<file path="src/core/vbi_copy_pkg.sv">
package vbi_copy_pkg;

  // Register indices; some printed offsets are not multiples of four, so address = 4 * index.
  localparam logic [7:0] idx_hd_ed_copy_control       = 8'h32;
  localparam logic [7:0] idx_hd_ed_copy_data_0        = 8'h41;
  localparam logic [7:0] idx_hd_ed_copy_data_1        = 8'h42;
  localparam logic [7:0] idx_hd_ed_copy_data_2        = 8'h43;
  localparam logic [7:0] idx_type_b_control_and_data  = 8'h5E;
  localparam logic [7:0] idx_type_b_last              = 8'h6E;
  localparam logic [7:0] idx_sd_vbi_control_and_data  = 8'h99;
  localparam logic [7:0] idx_sd_vbi_data_1            = 8'h9A;
  localparam logic [7:0] idx_sd_vbi_data_2            = 8'h9B;
  localparam logic [7:0] idx_sd_blanking_control      = 8'hA1;
  localparam logic [7:0] idx_video_mode               = 8'hF0;
  localparam logic [7:0] idx_status                   = 8'hF1;
  localparam int         type_b_regs                  = 17;

  // Field positions.
  localparam int bit_hd_copy_enable  = 6;
  localparam int bit_hd_crc_enable   = 7;
  localparam int bit_type_b_enable   = 0;
  localparam int bit_type_b_crc      = 1;
  localparam int bit_sd_crc_enable   = 4;
  localparam int bit_sd_field_lo     = 5;
  localparam int bit_sd_wss_enable   = 7;
  localparam int bit_sd_wss_blank    = 7;

  // Target line numbers.
  localparam logic [10:0] line_sd_odd       = 11'h014;
  localparam logic [10:0] line_sd_even      = 11'h11B;
  localparam logic [10:0] line_525p_copy    = 11'h029;
  localparam logic [10:0] line_525p_type_b  = 11'h028;
  localparam logic [10:0] line_625p_copy    = 11'h02B;
  localparam logic [10:0] line_720p_copy    = 11'h018;
  localparam logic [10:0] line_720p_type_b  = 11'h017;
  localparam logic [10:0] line_1080_copy_a  = 11'h013;
  localparam logic [10:0] line_1080_copy_b  = 11'h246;
  localparam logic [10:0] line_1080_tb_a    = 11'h012;
  localparam logic [10:0] line_1080_tb_b    = 11'h245;
  localparam logic [10:0] line_wss          = 11'h017;

  localparam logic [5:0]  crc_preset        = 6'h3F;
  localparam logic [31:0] reset_word        = 32'h0000_0000;

  // Pass-through point for active video on the signalling line.
  localparam real clk_mhz                   = 10.0;
  localparam real wss_video_start_us        = 42.5;
  localparam int  wss_video_start_cycles    = int'($ceil(wss_video_start_us * clk_mhz));

  typedef enum logic [2:0] {
    mode_ntsc, mode_pal, mode_525p, mode_625p, mode_720p, mode_1080i
  } video_mode_type;

  typedef enum logic [2:0] {
    kind_none, kind_sd_copy, kind_ed_copy, kind_625_copy, kind_type_b, kind_wss
  } packet_kind_type;

  typedef struct packed {
    logic            valid;
    packet_kind_type kind;
    logic [7:0]      bit_count;
    logic [133:0]    bits;
  } vbi_packet_type;

endpackage

</file>
<file path="src/core/vbi_copy_control_inserter.sv">
// Added by the designer: the AXI4-Lite register port.
`timescale 1ns/1ns
// Overview of operation
// - Standard definition copy data goes on line 20 odd and line 283 even.
// - Two-bit field selects odd fields, even fields, or both for copy data.
// - Standard definition copy data is sent only in NTSC mode.
// - Copy word is 20 bits, preceded by a one-bit reference pulse.
// - In 525p with copy enable, three data registers go on line 41.
// - In 525p with Type B enable, seventeen registers go on line 40.
// - In 625p with copy enable, data registers 1 and 2 go on line 43.
// - In 720p with copy enable, copy data goes on line 24.
// - In 1080i with copy enable, copy data goes on lines 19 and 582.
// - In 720p with Type B enable, Type B data goes on line 23.
// - In 1080i with Type B enable, Type B data goes on lines 18 and 581.
// - With CRC enabled, top six copy bits are computed from lower 14 bits.
// - Every CRC uses polynomial x^6+x+1 preset to all ones.
// - With CRC disabled, all 20 register bits are sent unchanged.
// - With Type B CRC, six check bits follow 128 bits, 134 total.
// - With Type B CRC disabled, all 134 bits come from registers.
// - A 14-bit signalling word goes on line 23, only in PAL.
// - The signalling enable bit turns transmission of the word on or off.
// - Signalling data is preceded by a run-in sequence and start code.
// - Active video passes from 42.5 us after the sync falling edge.
// - A blanking bit blanks the signalling portion of line 23.
module vbi_copy_control_inserter
  import vbi_copy_pkg::*;
(
  // Clock and reset.
  input  wire logic           aclk,
  input  wire logic           aresetn,
  // AXI4-Lite slave.
  input  wire logic [11:0]    s_axi_awaddr,
  input  wire logic           s_axi_awvalid,
  output logic                s_axi_awready,
  input  wire logic [31:0]    s_axi_wdata,
  input  wire logic [3:0]     s_axi_wstrb,
  input  wire logic           s_axi_wvalid,
  output logic                s_axi_wready,
  output logic [1:0]          s_axi_bresp,
  output logic                s_axi_bvalid,
  input  wire logic           s_axi_bready,
  input  wire logic [11:0]    s_axi_araddr,
  input  wire logic           s_axi_arvalid,
  output logic                s_axi_arready,
  output logic [31:0]         s_axi_rdata,
  output logic [1:0]          s_axi_rresp,
  output logic                s_axi_rvalid,
  input  wire logic           s_axi_rready,
  // Video timing, same clock.
  input  wire logic           line_start,
  input  wire logic [10:0]    line_number,
  input  wire logic           field_even,
  // Packet out to the waveform stage.
  output vbi_packet_type      packet,
  output logic                video_blank
);

  ////////////////////////////////////////////////////////////////////////////
  logic [7:0]     hd_ed_copy_control;
  logic [7:0]     hd_ed_copy_data [3];
  logic [7:0]     type_b_data [type_b_regs];
  logic [7:0]     sd_vbi_control_and_data;
  logic [7:0]     sd_vbi_data_1;
  logic [7:0]     sd_vbi_data_2;
  logic [7:0]     sd_blanking_control;
  video_mode_type video_mode;
  logic [7:0]     packet_count;
  logic           aw_held;
  logic           w_held;
  logic [9:0]     aw_index;
  logic [31:0]    w_data;
  logic [3:0]     w_strb;
  logic [15:0]    blank_count;

  function automatic logic [5:0] crc6(input logic [127:0] data, input int len);
    logic [5:0] r;
    logic       fb;
    r = crc_preset;
    for (int i = 0; i < 128; i++) begin
      if (i < len) begin
        fb = r[5] ^ data[i];
        r  = {r[4:0], 1'b0} ^ (fb ? 6'h03 : 6'h00);
      end
    end
    return r;
  endfunction

  function automatic logic [19:0] copy_word(input logic [19:0] raw, input logic crc_on);
    logic [19:0] w;
    w = raw;
    if (crc_on) begin
      w[19:14] = crc6({114'h0, raw[13:0]}, 14);
    end
    return w;
  endfunction

  ////////////////////////////////////////////////////////////////////////////
  // AXI4-Lite write: address and data are taken independently.
  logic write_go;
  assign write_go = aw_held && w_held && !s_axi_bvalid;

  always_ff @(posedge aclk) begin
    if (!aresetn) begin
      aw_held       <= 1'b0;
      w_held        <= 1'b0;
      aw_index      <= 10'h000;
      w_data        <= reset_word;
      w_strb        <= 4'h0;
      s_axi_awready <= 1'b0;
      s_axi_wready  <= 1'b0;
      s_axi_bvalid  <= 1'b0;
      s_axi_bresp   <= 2'h0;
    end else begin
      s_axi_awready <= !aw_held && !s_axi_awready;
      s_axi_wready  <= !w_held && !s_axi_wready;
      if (s_axi_awvalid && s_axi_awready) begin
        aw_held  <= 1'b1;
        aw_index <= s_axi_awaddr[11:2];
        s_axi_awready <= 1'b0;
      end
      if (s_axi_wvalid && s_axi_wready) begin
        w_held <= 1'b1;
        w_data <= s_axi_wdata;
        w_strb <= s_axi_wstrb;
        s_axi_wready <= 1'b0;
      end
      if (write_go) begin
        aw_held      <= 1'b0;
        w_held       <= 1'b0;
        s_axi_bvalid <= 1'b1;
        s_axi_bresp  <= reg_known(aw_index) ? 2'h0 : 2'h2;
      end else if (s_axi_bvalid && s_axi_bready) begin
        s_axi_bvalid <= 1'b0;
      end
    end
  end

  function automatic logic reg_known(input logic [9:0] idx);
    return idx == 10'(idx_hd_ed_copy_control) ||
           (idx >= 10'(idx_hd_ed_copy_data_0) && idx <= 10'(idx_hd_ed_copy_data_2)) ||
           (idx >= 10'(idx_type_b_control_and_data) && idx <= 10'(idx_type_b_last)) ||
           (idx >= 10'(idx_sd_vbi_control_and_data) && idx <= 10'(idx_sd_vbi_data_2)) ||
           idx == 10'(idx_sd_blanking_control) || idx == 10'(idx_video_mode) ||
           idx == 10'(idx_status);
  endfunction

  ////////////////////////////////////////////////////////////////////////////
  // Register storage; only byte lane 0 carries data.
  logic do_wr;
  assign do_wr = write_go && w_strb[0];

  always_ff @(posedge aclk) begin
    if (!aresetn) begin
      hd_ed_copy_control      <= 8'h00;
      sd_vbi_control_and_data <= 8'h00;
      sd_vbi_data_1           <= 8'h00;
      sd_vbi_data_2           <= 8'h00;
      sd_blanking_control     <= 8'h00;
      video_mode              <= mode_ntsc;
      for (int i = 0; i < 3; i++) begin
        hd_ed_copy_data[i] <= 8'h00;
      end
      for (int i = 0; i < type_b_regs; i++) begin
        type_b_data[i] <= 8'h00;
      end
    end else if (do_wr) begin
      if (aw_index == 10'(idx_hd_ed_copy_control)) hd_ed_copy_control <= w_data[7:0];
      if (aw_index == 10'(idx_sd_vbi_control_and_data)) sd_vbi_control_and_data <= w_data[7:0];
      if (aw_index == 10'(idx_sd_vbi_data_1)) sd_vbi_data_1 <= w_data[7:0];
      if (aw_index == 10'(idx_sd_vbi_data_2)) sd_vbi_data_2 <= w_data[7:0];
      if (aw_index == 10'(idx_sd_blanking_control)) sd_blanking_control <= w_data[7:0];
      if (aw_index == 10'(idx_video_mode) && w_data[2:0] <= 3'h5) video_mode <= video_mode_type'(w_data[2:0]);
      for (int i = 0; i < 3; i++) begin
        if (aw_index == 10'(idx_hd_ed_copy_data_0) + 10'(i)) hd_ed_copy_data[i] <= w_data[7:0];
      end
      for (int i = 0; i < type_b_regs; i++) begin
        if (aw_index == 10'(idx_type_b_control_and_data) + 10'(i)) type_b_data[i] <= w_data[7:0];
      end
    end
  end

  ////////////////////////////////////////////////////////////////////////////
  // AXI4-Lite read.
  function automatic logic [7:0] read_reg(input logic [9:0] idx);
    logic [7:0] v;
    v = 8'h00;
    if (idx == 10'(idx_hd_ed_copy_control)) v = hd_ed_copy_control;
    if (idx == 10'(idx_sd_vbi_control_and_data)) v = sd_vbi_control_and_data;
    if (idx == 10'(idx_sd_vbi_data_1)) v = sd_vbi_data_1;
    if (idx == 10'(idx_sd_vbi_data_2)) v = sd_vbi_data_2;
    if (idx == 10'(idx_sd_blanking_control)) v = sd_blanking_control;
    if (idx == 10'(idx_video_mode)) v = {5'h00, video_mode};
    if (idx == 10'(idx_status)) v = packet_count;
    for (int i = 0; i < 3; i++) begin
      if (idx == 10'(idx_hd_ed_copy_data_0) + 10'(i)) v = hd_ed_copy_data[i];
    end
    for (int i = 0; i < type_b_regs; i++) begin
      if (idx == 10'(idx_type_b_control_and_data) + 10'(i)) v = type_b_data[i];
    end
    return v;
  endfunction

  always_ff @(posedge aclk) begin
    if (!aresetn) begin
      s_axi_arready <= 1'b0;
      s_axi_rvalid  <= 1'b0;
      s_axi_rdata   <= reset_word;
      s_axi_rresp   <= 2'h0;
    end else begin
      s_axi_arready <= !s_axi_rvalid && !s_axi_arready;
      if (s_axi_arvalid && s_axi_arready) begin
        s_axi_arready <= 1'b0;
        s_axi_rvalid  <= 1'b1;
        s_axi_rdata   <= {24'h000000, read_reg(s_axi_araddr[11:2])};
        s_axi_rresp   <= reg_known(s_axi_araddr[11:2]) ? 2'h0 : 2'h2;
      end else if (s_axi_rvalid && s_axi_rready) begin
        s_axi_rvalid <= 1'b0;
      end
    end
  end

  ////////////////////////////////////////////////////////////////////////////
  // Line selection and packet assembly at each line start.
  logic [19:0]  sd_raw;
  logic [19:0]  ed_raw;
  logic [127:0] tb_low;
  logic         sd_line;
  logic         ed_line;
  logic         tb_line;
  logic         wss_line;

  assign sd_raw = {sd_vbi_data_2, sd_vbi_data_1, sd_vbi_control_and_data[3:0]};
  assign ed_raw = {hd_ed_copy_data[2][3:0], hd_ed_copy_data[1], hd_ed_copy_data[0]};

  always_comb begin
    tb_low = '0;
    for (int i = 1; i < type_b_regs; i++) begin
      tb_low[(i-1)*8 +: 8] = type_b_data[i];
    end
  end

  assign sd_line = video_mode == mode_ntsc && (
                   (line_number == line_sd_odd && !field_even && sd_vbi_control_and_data[bit_sd_field_lo]) ||
                   (line_number == line_sd_even && field_even && sd_vbi_control_and_data[bit_sd_field_lo+1]));

  assign ed_line = hd_ed_copy_control[bit_hd_copy_enable] && (
                   (video_mode == mode_525p && line_number == line_525p_copy) ||
                   (video_mode == mode_625p && line_number == line_625p_copy) ||
                   (video_mode == mode_720p && line_number == line_720p_copy) ||
                   (video_mode == mode_1080i && (line_number == line_1080_copy_a ||
                                                 line_number == line_1080_copy_b)));

  assign tb_line = type_b_data[0][bit_type_b_enable] && (
                   (video_mode == mode_525p && line_number == line_525p_type_b) ||
                   (video_mode == mode_720p && line_number == line_720p_type_b) ||
                   (video_mode == mode_1080i && (line_number == line_1080_tb_a ||
                                                 line_number == line_1080_tb_b)));

  assign wss_line = video_mode == mode_pal && line_number == line_wss &&
                    sd_vbi_control_and_data[bit_sd_wss_enable];

  always_ff @(posedge aclk) begin
    if (!aresetn) begin
      packet       <= '0;
      packet_count <= 8'h00;
    end else if (line_start) begin
      packet.valid <= sd_line || ed_line || tb_line || wss_line;
      if (sd_line || ed_line || tb_line || wss_line) packet_count <= packet_count + 8'h01;
      if (sd_line) begin
        packet.kind      <= kind_sd_copy;
        packet.bit_count <= 8'h15;
        packet.bits      <= {113'h0, copy_word(sd_raw, sd_vbi_control_and_data[bit_sd_crc_enable]), 1'b1};
      end else if (ed_line && video_mode == mode_625p) begin
        packet.kind      <= kind_625_copy;
        packet.bit_count <= 8'h0E;
        packet.bits      <= {120'h0, hd_ed_copy_data[2][5:0], hd_ed_copy_data[1]};
      end else if (ed_line) begin
        packet.kind      <= kind_ed_copy;
        packet.bit_count <= 8'h14;
        packet.bits      <= {114'h0, copy_word(ed_raw, hd_ed_copy_control[bit_hd_crc_enable])};
      end else if (tb_line) begin
        packet.kind      <= kind_type_b;
        packet.bit_count <= 8'h86;
        packet.bits      <= {type_b_data[0][bit_type_b_crc] ? crc6(tb_low, 128)
                             : type_b_data[0][7:2], tb_low};
      end else if (wss_line) begin
        packet.kind      <= kind_wss;
        packet.bit_count <= 8'h0E;
        // The waveform stage prefixes the run-in and start code for this kind.
        packet.bits      <= {120'h0, sd_vbi_data_2[5:0], sd_vbi_data_1};
      end else begin
        packet.kind      <= kind_none;
        packet.bit_count <= 8'h00;
        packet.bits      <= '0;
      end
    end
  end

  ////////////////////////////////////////////////////////////////////////////
  // Blanking of the signalling portion; video passes after the start point.
  always_ff @(posedge aclk) begin
    if (!aresetn) begin
      blank_count <= 16'h0000;
      video_blank <= 1'b0;
    end else if (line_start) begin
      blank_count <= 16'h0000;
      video_blank <= video_mode == mode_pal && line_number == line_wss &&
                     sd_blanking_control[bit_sd_wss_blank];
    end else begin
      if (blank_count != 16'hFFFF) blank_count <= blank_count + 16'h0001;
      if (blank_count == 16'(wss_video_start_cycles - 1)) video_blank <= 1'b0;
    end
  end

  ////////////////////////////////////////////////////////////////////////////
  blank_release_a: assert property (@(posedge aclk) disable iff (!aresetn)
    (!line_start && blank_count == 16'(wss_video_start_cycles - 1)) |=> !video_blank)
    else $error("video blank held past start point");
  sd_mode_only_a: assert property (@(posedge aclk) disable iff (!aresetn)
    (packet.valid && packet.kind == kind_sd_copy) |-> video_mode == mode_ntsc)
    else $error("sd copy packet outside ntsc");
  sd_length_a: assert property (@(posedge aclk) disable iff (!aresetn)
    (packet.kind == kind_sd_copy) |-> packet.bit_count == 8'h15 && packet.bits[0])
    else $error("sd copy length or reference wrong");
  tb_length_a: assert property (@(posedge aclk) disable iff (!aresetn)
    (packet.kind == kind_type_b) |-> packet.bit_count == 8'h86)
    else $error("type b length wrong");
  tb_crc_a: assert property (@(posedge aclk) disable iff (!aresetn)
    (line_start && tb_line && !sd_line && !ed_line && type_b_data[0][bit_type_b_crc])
      |=> packet.bits[133:128] == crc6(packet.bits[127:0], 128))
    else $error("type b check bits wrong");
  ed_crc_a: assert property (@(posedge aclk) disable iff (!aresetn)
    (line_start && ed_line && !sd_line && video_mode != mode_625p && hd_ed_copy_control[bit_hd_crc_enable])
      |=> packet.bits[19:14] == crc6({114'h0, packet.bits[13:0]}, 14))
    else $error("copy word check bits wrong");
  ed_raw_a: assert property (@(posedge aclk) disable iff (!aresetn)
    (line_start && ed_line && !sd_line && video_mode != mode_625p && !hd_ed_copy_control[bit_hd_crc_enable])
      |=> packet.bits[19:0] == $past(ed_raw))
    else $error("raw copy word altered");
  wss_pal_a: assert property (@(posedge aclk) disable iff (!aresetn)
    (packet.valid && packet.kind == kind_wss) |-> video_mode == mode_pal && packet.bit_count == 8'h0E)
    else $error("signalling word outside pal");
  wss_off_a: assert property (@(posedge aclk) disable iff (!aresetn)
    (line_start && !sd_vbi_control_and_data[bit_sd_wss_enable]) |=> packet.kind != kind_wss)
    else $error("signalling word sent while disabled");
  line_hold_a: assert property (@(posedge aclk) disable iff (!aresetn)
    !line_start |=> $stable(packet))
    else $error("packet changed mid line");

  sd_seen_c: cover property (@(posedge aclk) disable iff (!aresetn) packet.valid && packet.kind == kind_sd_copy);
  tb_seen_c: cover property (@(posedge aclk) disable iff (!aresetn) packet.valid && packet.kind == kind_type_b);
  wss_seen_c: cover property (@(posedge aclk) disable iff (!aresetn) packet.valid && packet.kind == kind_wss);
  blank_seen_c: cover property (@(posedge aclk) disable iff (!aresetn) $fell(video_blank));

endmodule

</file>
<file path="config.mk">
export PLATFORM = sky130hd
export DESIGN_NAME = vbi_copy_control_inserter
export DESIGN_NICKNAME = d
export VERILOG_FILES = /design/src/core/vbi_copy_pkg.sv /design/src/core/vbi_copy_control_inserter.sv
export SDC_FILE = /design/constraint.sdc
export NUM_CORES = 1
export LEC_CHECK = 0
export BUFFER_PORTS_ARGS = -buffer_cell sky130_fd_sc_hd__buf_4
export CAP_MARGIN = 5
export CORE_UTILIZATION = 50
export CTS_BUF_LIST = sky130_fd_sc_hd__clkbuf_16
export DETAILED_ROUTE_END_ITERATION = 8
export MAX_ROUTING_LAYER = met4
export PLACE_DENSITY = 0.71
export SYNTH_ARGS = -nofsm -noshare
export SYNTH_HDL_FRONTEND = slang
export SYNTH_SLANG_ARGS = --single-unit
</file>
<file path="constraint.sdc">
create_clock -name aclk -period 4.29 [get_ports aclk]
set_clock_uncertainty 0.1 [all_clocks]
set_input_delay 0.2145 -clock aclk [delete_from_list [all_inputs] [get_ports aclk]]
set_output_delay 0.2145 -clock aclk [all_outputs]
set_load 0.01 [all_outputs]
</file>
==> impl_metrics.env <==
export IMPL_status="finished, violations left"
export IMPL_violations="negative setup slack"
export IMPL_synth_edf_count=160
export IMPL_postSynthCellCount=1917
export IMPL_drt_iter0_markers=1547
export IMPL_slew_headroom=0.201
export IMPL_ys_flop_type="dfxtp_1"
export IMPL_cp_cell_sequence="xnor2_2, buf_4, xnor3_1, xnor3_2, buf_4, xor2_4, xnor3_2, xnor3_1, xor2_2, xnor2_2, buf_4, buf_4, xnor2_4, xnor2_4, xnor2_4, xnor2_2, xnor2_1, o21ai_1"
export IMPL_setup_violations=6
export IMPL_drc=0
export IMPL_min_delay_path_depth=4
export IMPL_synth_top_cell_area_share=0.246
export IMPL_synth_area_leader_cell="dfxtp_1"
export IMPL_worst_slew_pin_slew_ps=1190
export IMPL_gp_congestion=0.994
export IMPL_grt_max_degree=110
export IMPL_grt_pass1_wl_mm=99.8
export IMPL_cpPeakStageDelay_ps=460
export IMPL_core_area_um2=39700
export IMPL_drive_above_1_share=0.262
export IMPL_cp_start_kind="flip-flop"
export IMPL_grt_antenna_before_repair=0
export IMPL_arrival_ps=5010
export IMPL_crit_type="reg -> reg"
export IMPL_clk_path_buf_depth=3
export IMPL_avgViaCountPerCell=5.86
export IMPL_dp_cells=2760
export IMPL_synth_cell_types=76
export IMPL_synth_area_top_cells="dfxtp_1 25%, edfxtp_1 24%, xnor2_1 7.5%"
export IMPL_cp_depth=18
export IMPL_hpwl_mm=48.9
export IMPL_hold_path_class="in -> reg"
export IMPL_crit_buf_inv=4
export IMPL_fin_crit_sh=1.08
export IMPL_io_buffer_count=208
export IMPL_yosys_warnings=0
export IMPL_fin_nets=2407
export IMPL_cts_sinks=408
export IMPL_diodes=0
export IMPL_detail_route_wl_per_cell_um=23.4
export IMPL_holdWs_ps=30.7
export IMPL_hold_viol=0
export IMPL_antenna_left=0
export IMPL_syn_to_final_growth_pct=28.8
export IMPL_fin_util=0.653
export IMPL_cp_max_fo=3
export IMPL_ios=268
export IMPL_htree_levels=2
export IMPL_drv_slew=0
export IMPL_critPathSlowestCell="edfxtp_1"
export IMPL_clock_latency_ps=600
export IMPL_die_w_um=203
export IMPL_drv_cap=0
export IMPL_path_clk_slew_ps=60
export IMPL_cp_end_kind="flip-flop"
export IMPL_overflow=0
export IMPL_die_area_um2=41100
export IMPL_syn_avg_cell_area_um2=10.5
export IMPL_critPathTopFamily="XOR/XNOR gates"
export IMPL_stdcell_count=2882
export IMPL_synth_common_cells="248 x dfxtp_1, 172 x xnor2_1, 161 x nand2_1, 160 x edfxtp_1, 155 x nor2_1"
export IMPL_die_y_um=203
export IMPL_rows=73
export IMPL_final_setup_tns_ps=-1800
export IMPL_rr_worst_depth=18
export IMPL_cts_buffers=44
export IMPL_critical_path_required_ps=4680
export IMPL_clock_root_buffer="clkbuf_16"
export IMPL_synth_most_common_cell="dfxtp_1"
export IMPL_yosysSeqAreaShare=0.485
export IMPL_cp_common_cell="buf_4"
export IMPL_cts_tree="done"
export IMPL_fillerInstances=3152
export IMPL_rsz0062_at_grt="true"
export IMPL_fmax_ghz=0.217
export IMPL_synth_seq_cells=408
export IMPL_grt_use_total=0.333
export IMPL_synth_area_um2=20100
export IMPL_routed_wl_mm=67.3
export IMPL_dr_pass1_iters=5
export IMPL_setup_slack_ps=-328
export IMPL_vias=16900
export IMPL_async_flop_share=0
export IMPL_initial_utilization=0.507
export IMPL_grt_pass1_vias=16200
export IMPL_final_min_clock_period_ps=4620
[state kept, by name (all words and copies together) (netlist names), 10 cells and up]
name,cells
blank_count,16
hd_ed_copy_data,24
packet,144
aw_index,10
type_b_data,136
[area by class of cell]
cell class / count / area [µm²] / area share
Multi-Input combinational cell: 1390 / 10500 / 0.405
Sequential cell: 408 / 9770 / 0.376
Timing Repair Buffer: 460 / 3590 / 0.138
Clock buffer: 46 / 1150 / 0.0444
Tap cell: 525 / 657 / 0.0253
Clock inverter: 33 / 208 / 0.00800
Inverter: 20 / 75.1 / 0.00289
[cell families after synthesis]
| logic type | Yosys count | synth area share |
|---|---|---|
| adders and majority gates | 3 | 0.00186 |
| buffers and inverters | 146 | 0.0332 |
| DFF | 408 | 0.485 |
| and+or+nand+nor | 510 | 0.118 |
| muxes | 74 | 0.0380 |
| xor gates and xnor gates | 295 | 0.163 |
| AOI/OAI and AO/OA | 480 | 0.161 |
| other | 1 | 0.000186 |
[tightest hold or removal path: cells and delay by family]
kind,cells,cell delay [ps]
and+or+nand+nor,2,300
AOI/OAI and AO/OA,1,60
buffers and inverters,1,90
[repair_timing]
item                                   4_1_cts  5_1_grt
setup endpoints to repair                    6        7
hold buffers                                21        0
pin swaps                                   14       19
buffers inserted                            11       12
endpoints found under the hold margin       21        0
gates resized for setup                     33       37
[per-stage QoR]
step	worst slack, ps	cell area (µm²)
global placement	-225	23700
floorplan	-6.67	20400
finish	-328	25900
detailed placement	-306	23700
CTS	-233	25600
global route	-475	25900
[layout by cell type (no fill, tap or decap), types with 28 or more instances in the layout]
master,count
a21oi_1,110
clkbuf_16,46
o21ai_0,98
conb_1,28
nand3_1,42
nand2_1,161
mux2i_1,55
nor2_1,153
xor2_1,57
edfxtp_1,160
buf_4,429
a22o_1,108
xnor2_1,130
xnor2_2,37
dfxtp_1,248
[path summary, 6_finish.rpt]
check                               startpoint                       end  slack [ps]
setup / recovery  type_b_data[0][15]$_DFFE_PP_  packet[130]$_SDFFE_PN0P_        -330
hold / removal                    s_axi_wvalid    w_strb[0]$_SDFFE_PN0P_          30
setup reg to reg  type_b_data[0][15]$_DFFE_PP_  packet[130]$_SDFFE_PN0P_        -330
hold reg to reg       packet[145]$_SDFFE_PN0P_  packet[145]$_SDFFE_PN0P_         350
[metal layers]
layer / up-vias / GRT usage / share of wire
li1: 7721 / - / -
met1: 8265 / 0.428 / 0.41
met2: 773 / 0.545 / 0.49
met3: 129 / 0.0478 / 0.068
met4: 0 / 0.0972 / 0.030
met5: - / - / 0
Power is left out: the tool's default activity adds up to more than one toggle a clock period on the data nets, which glitch-free logic cannot reach.
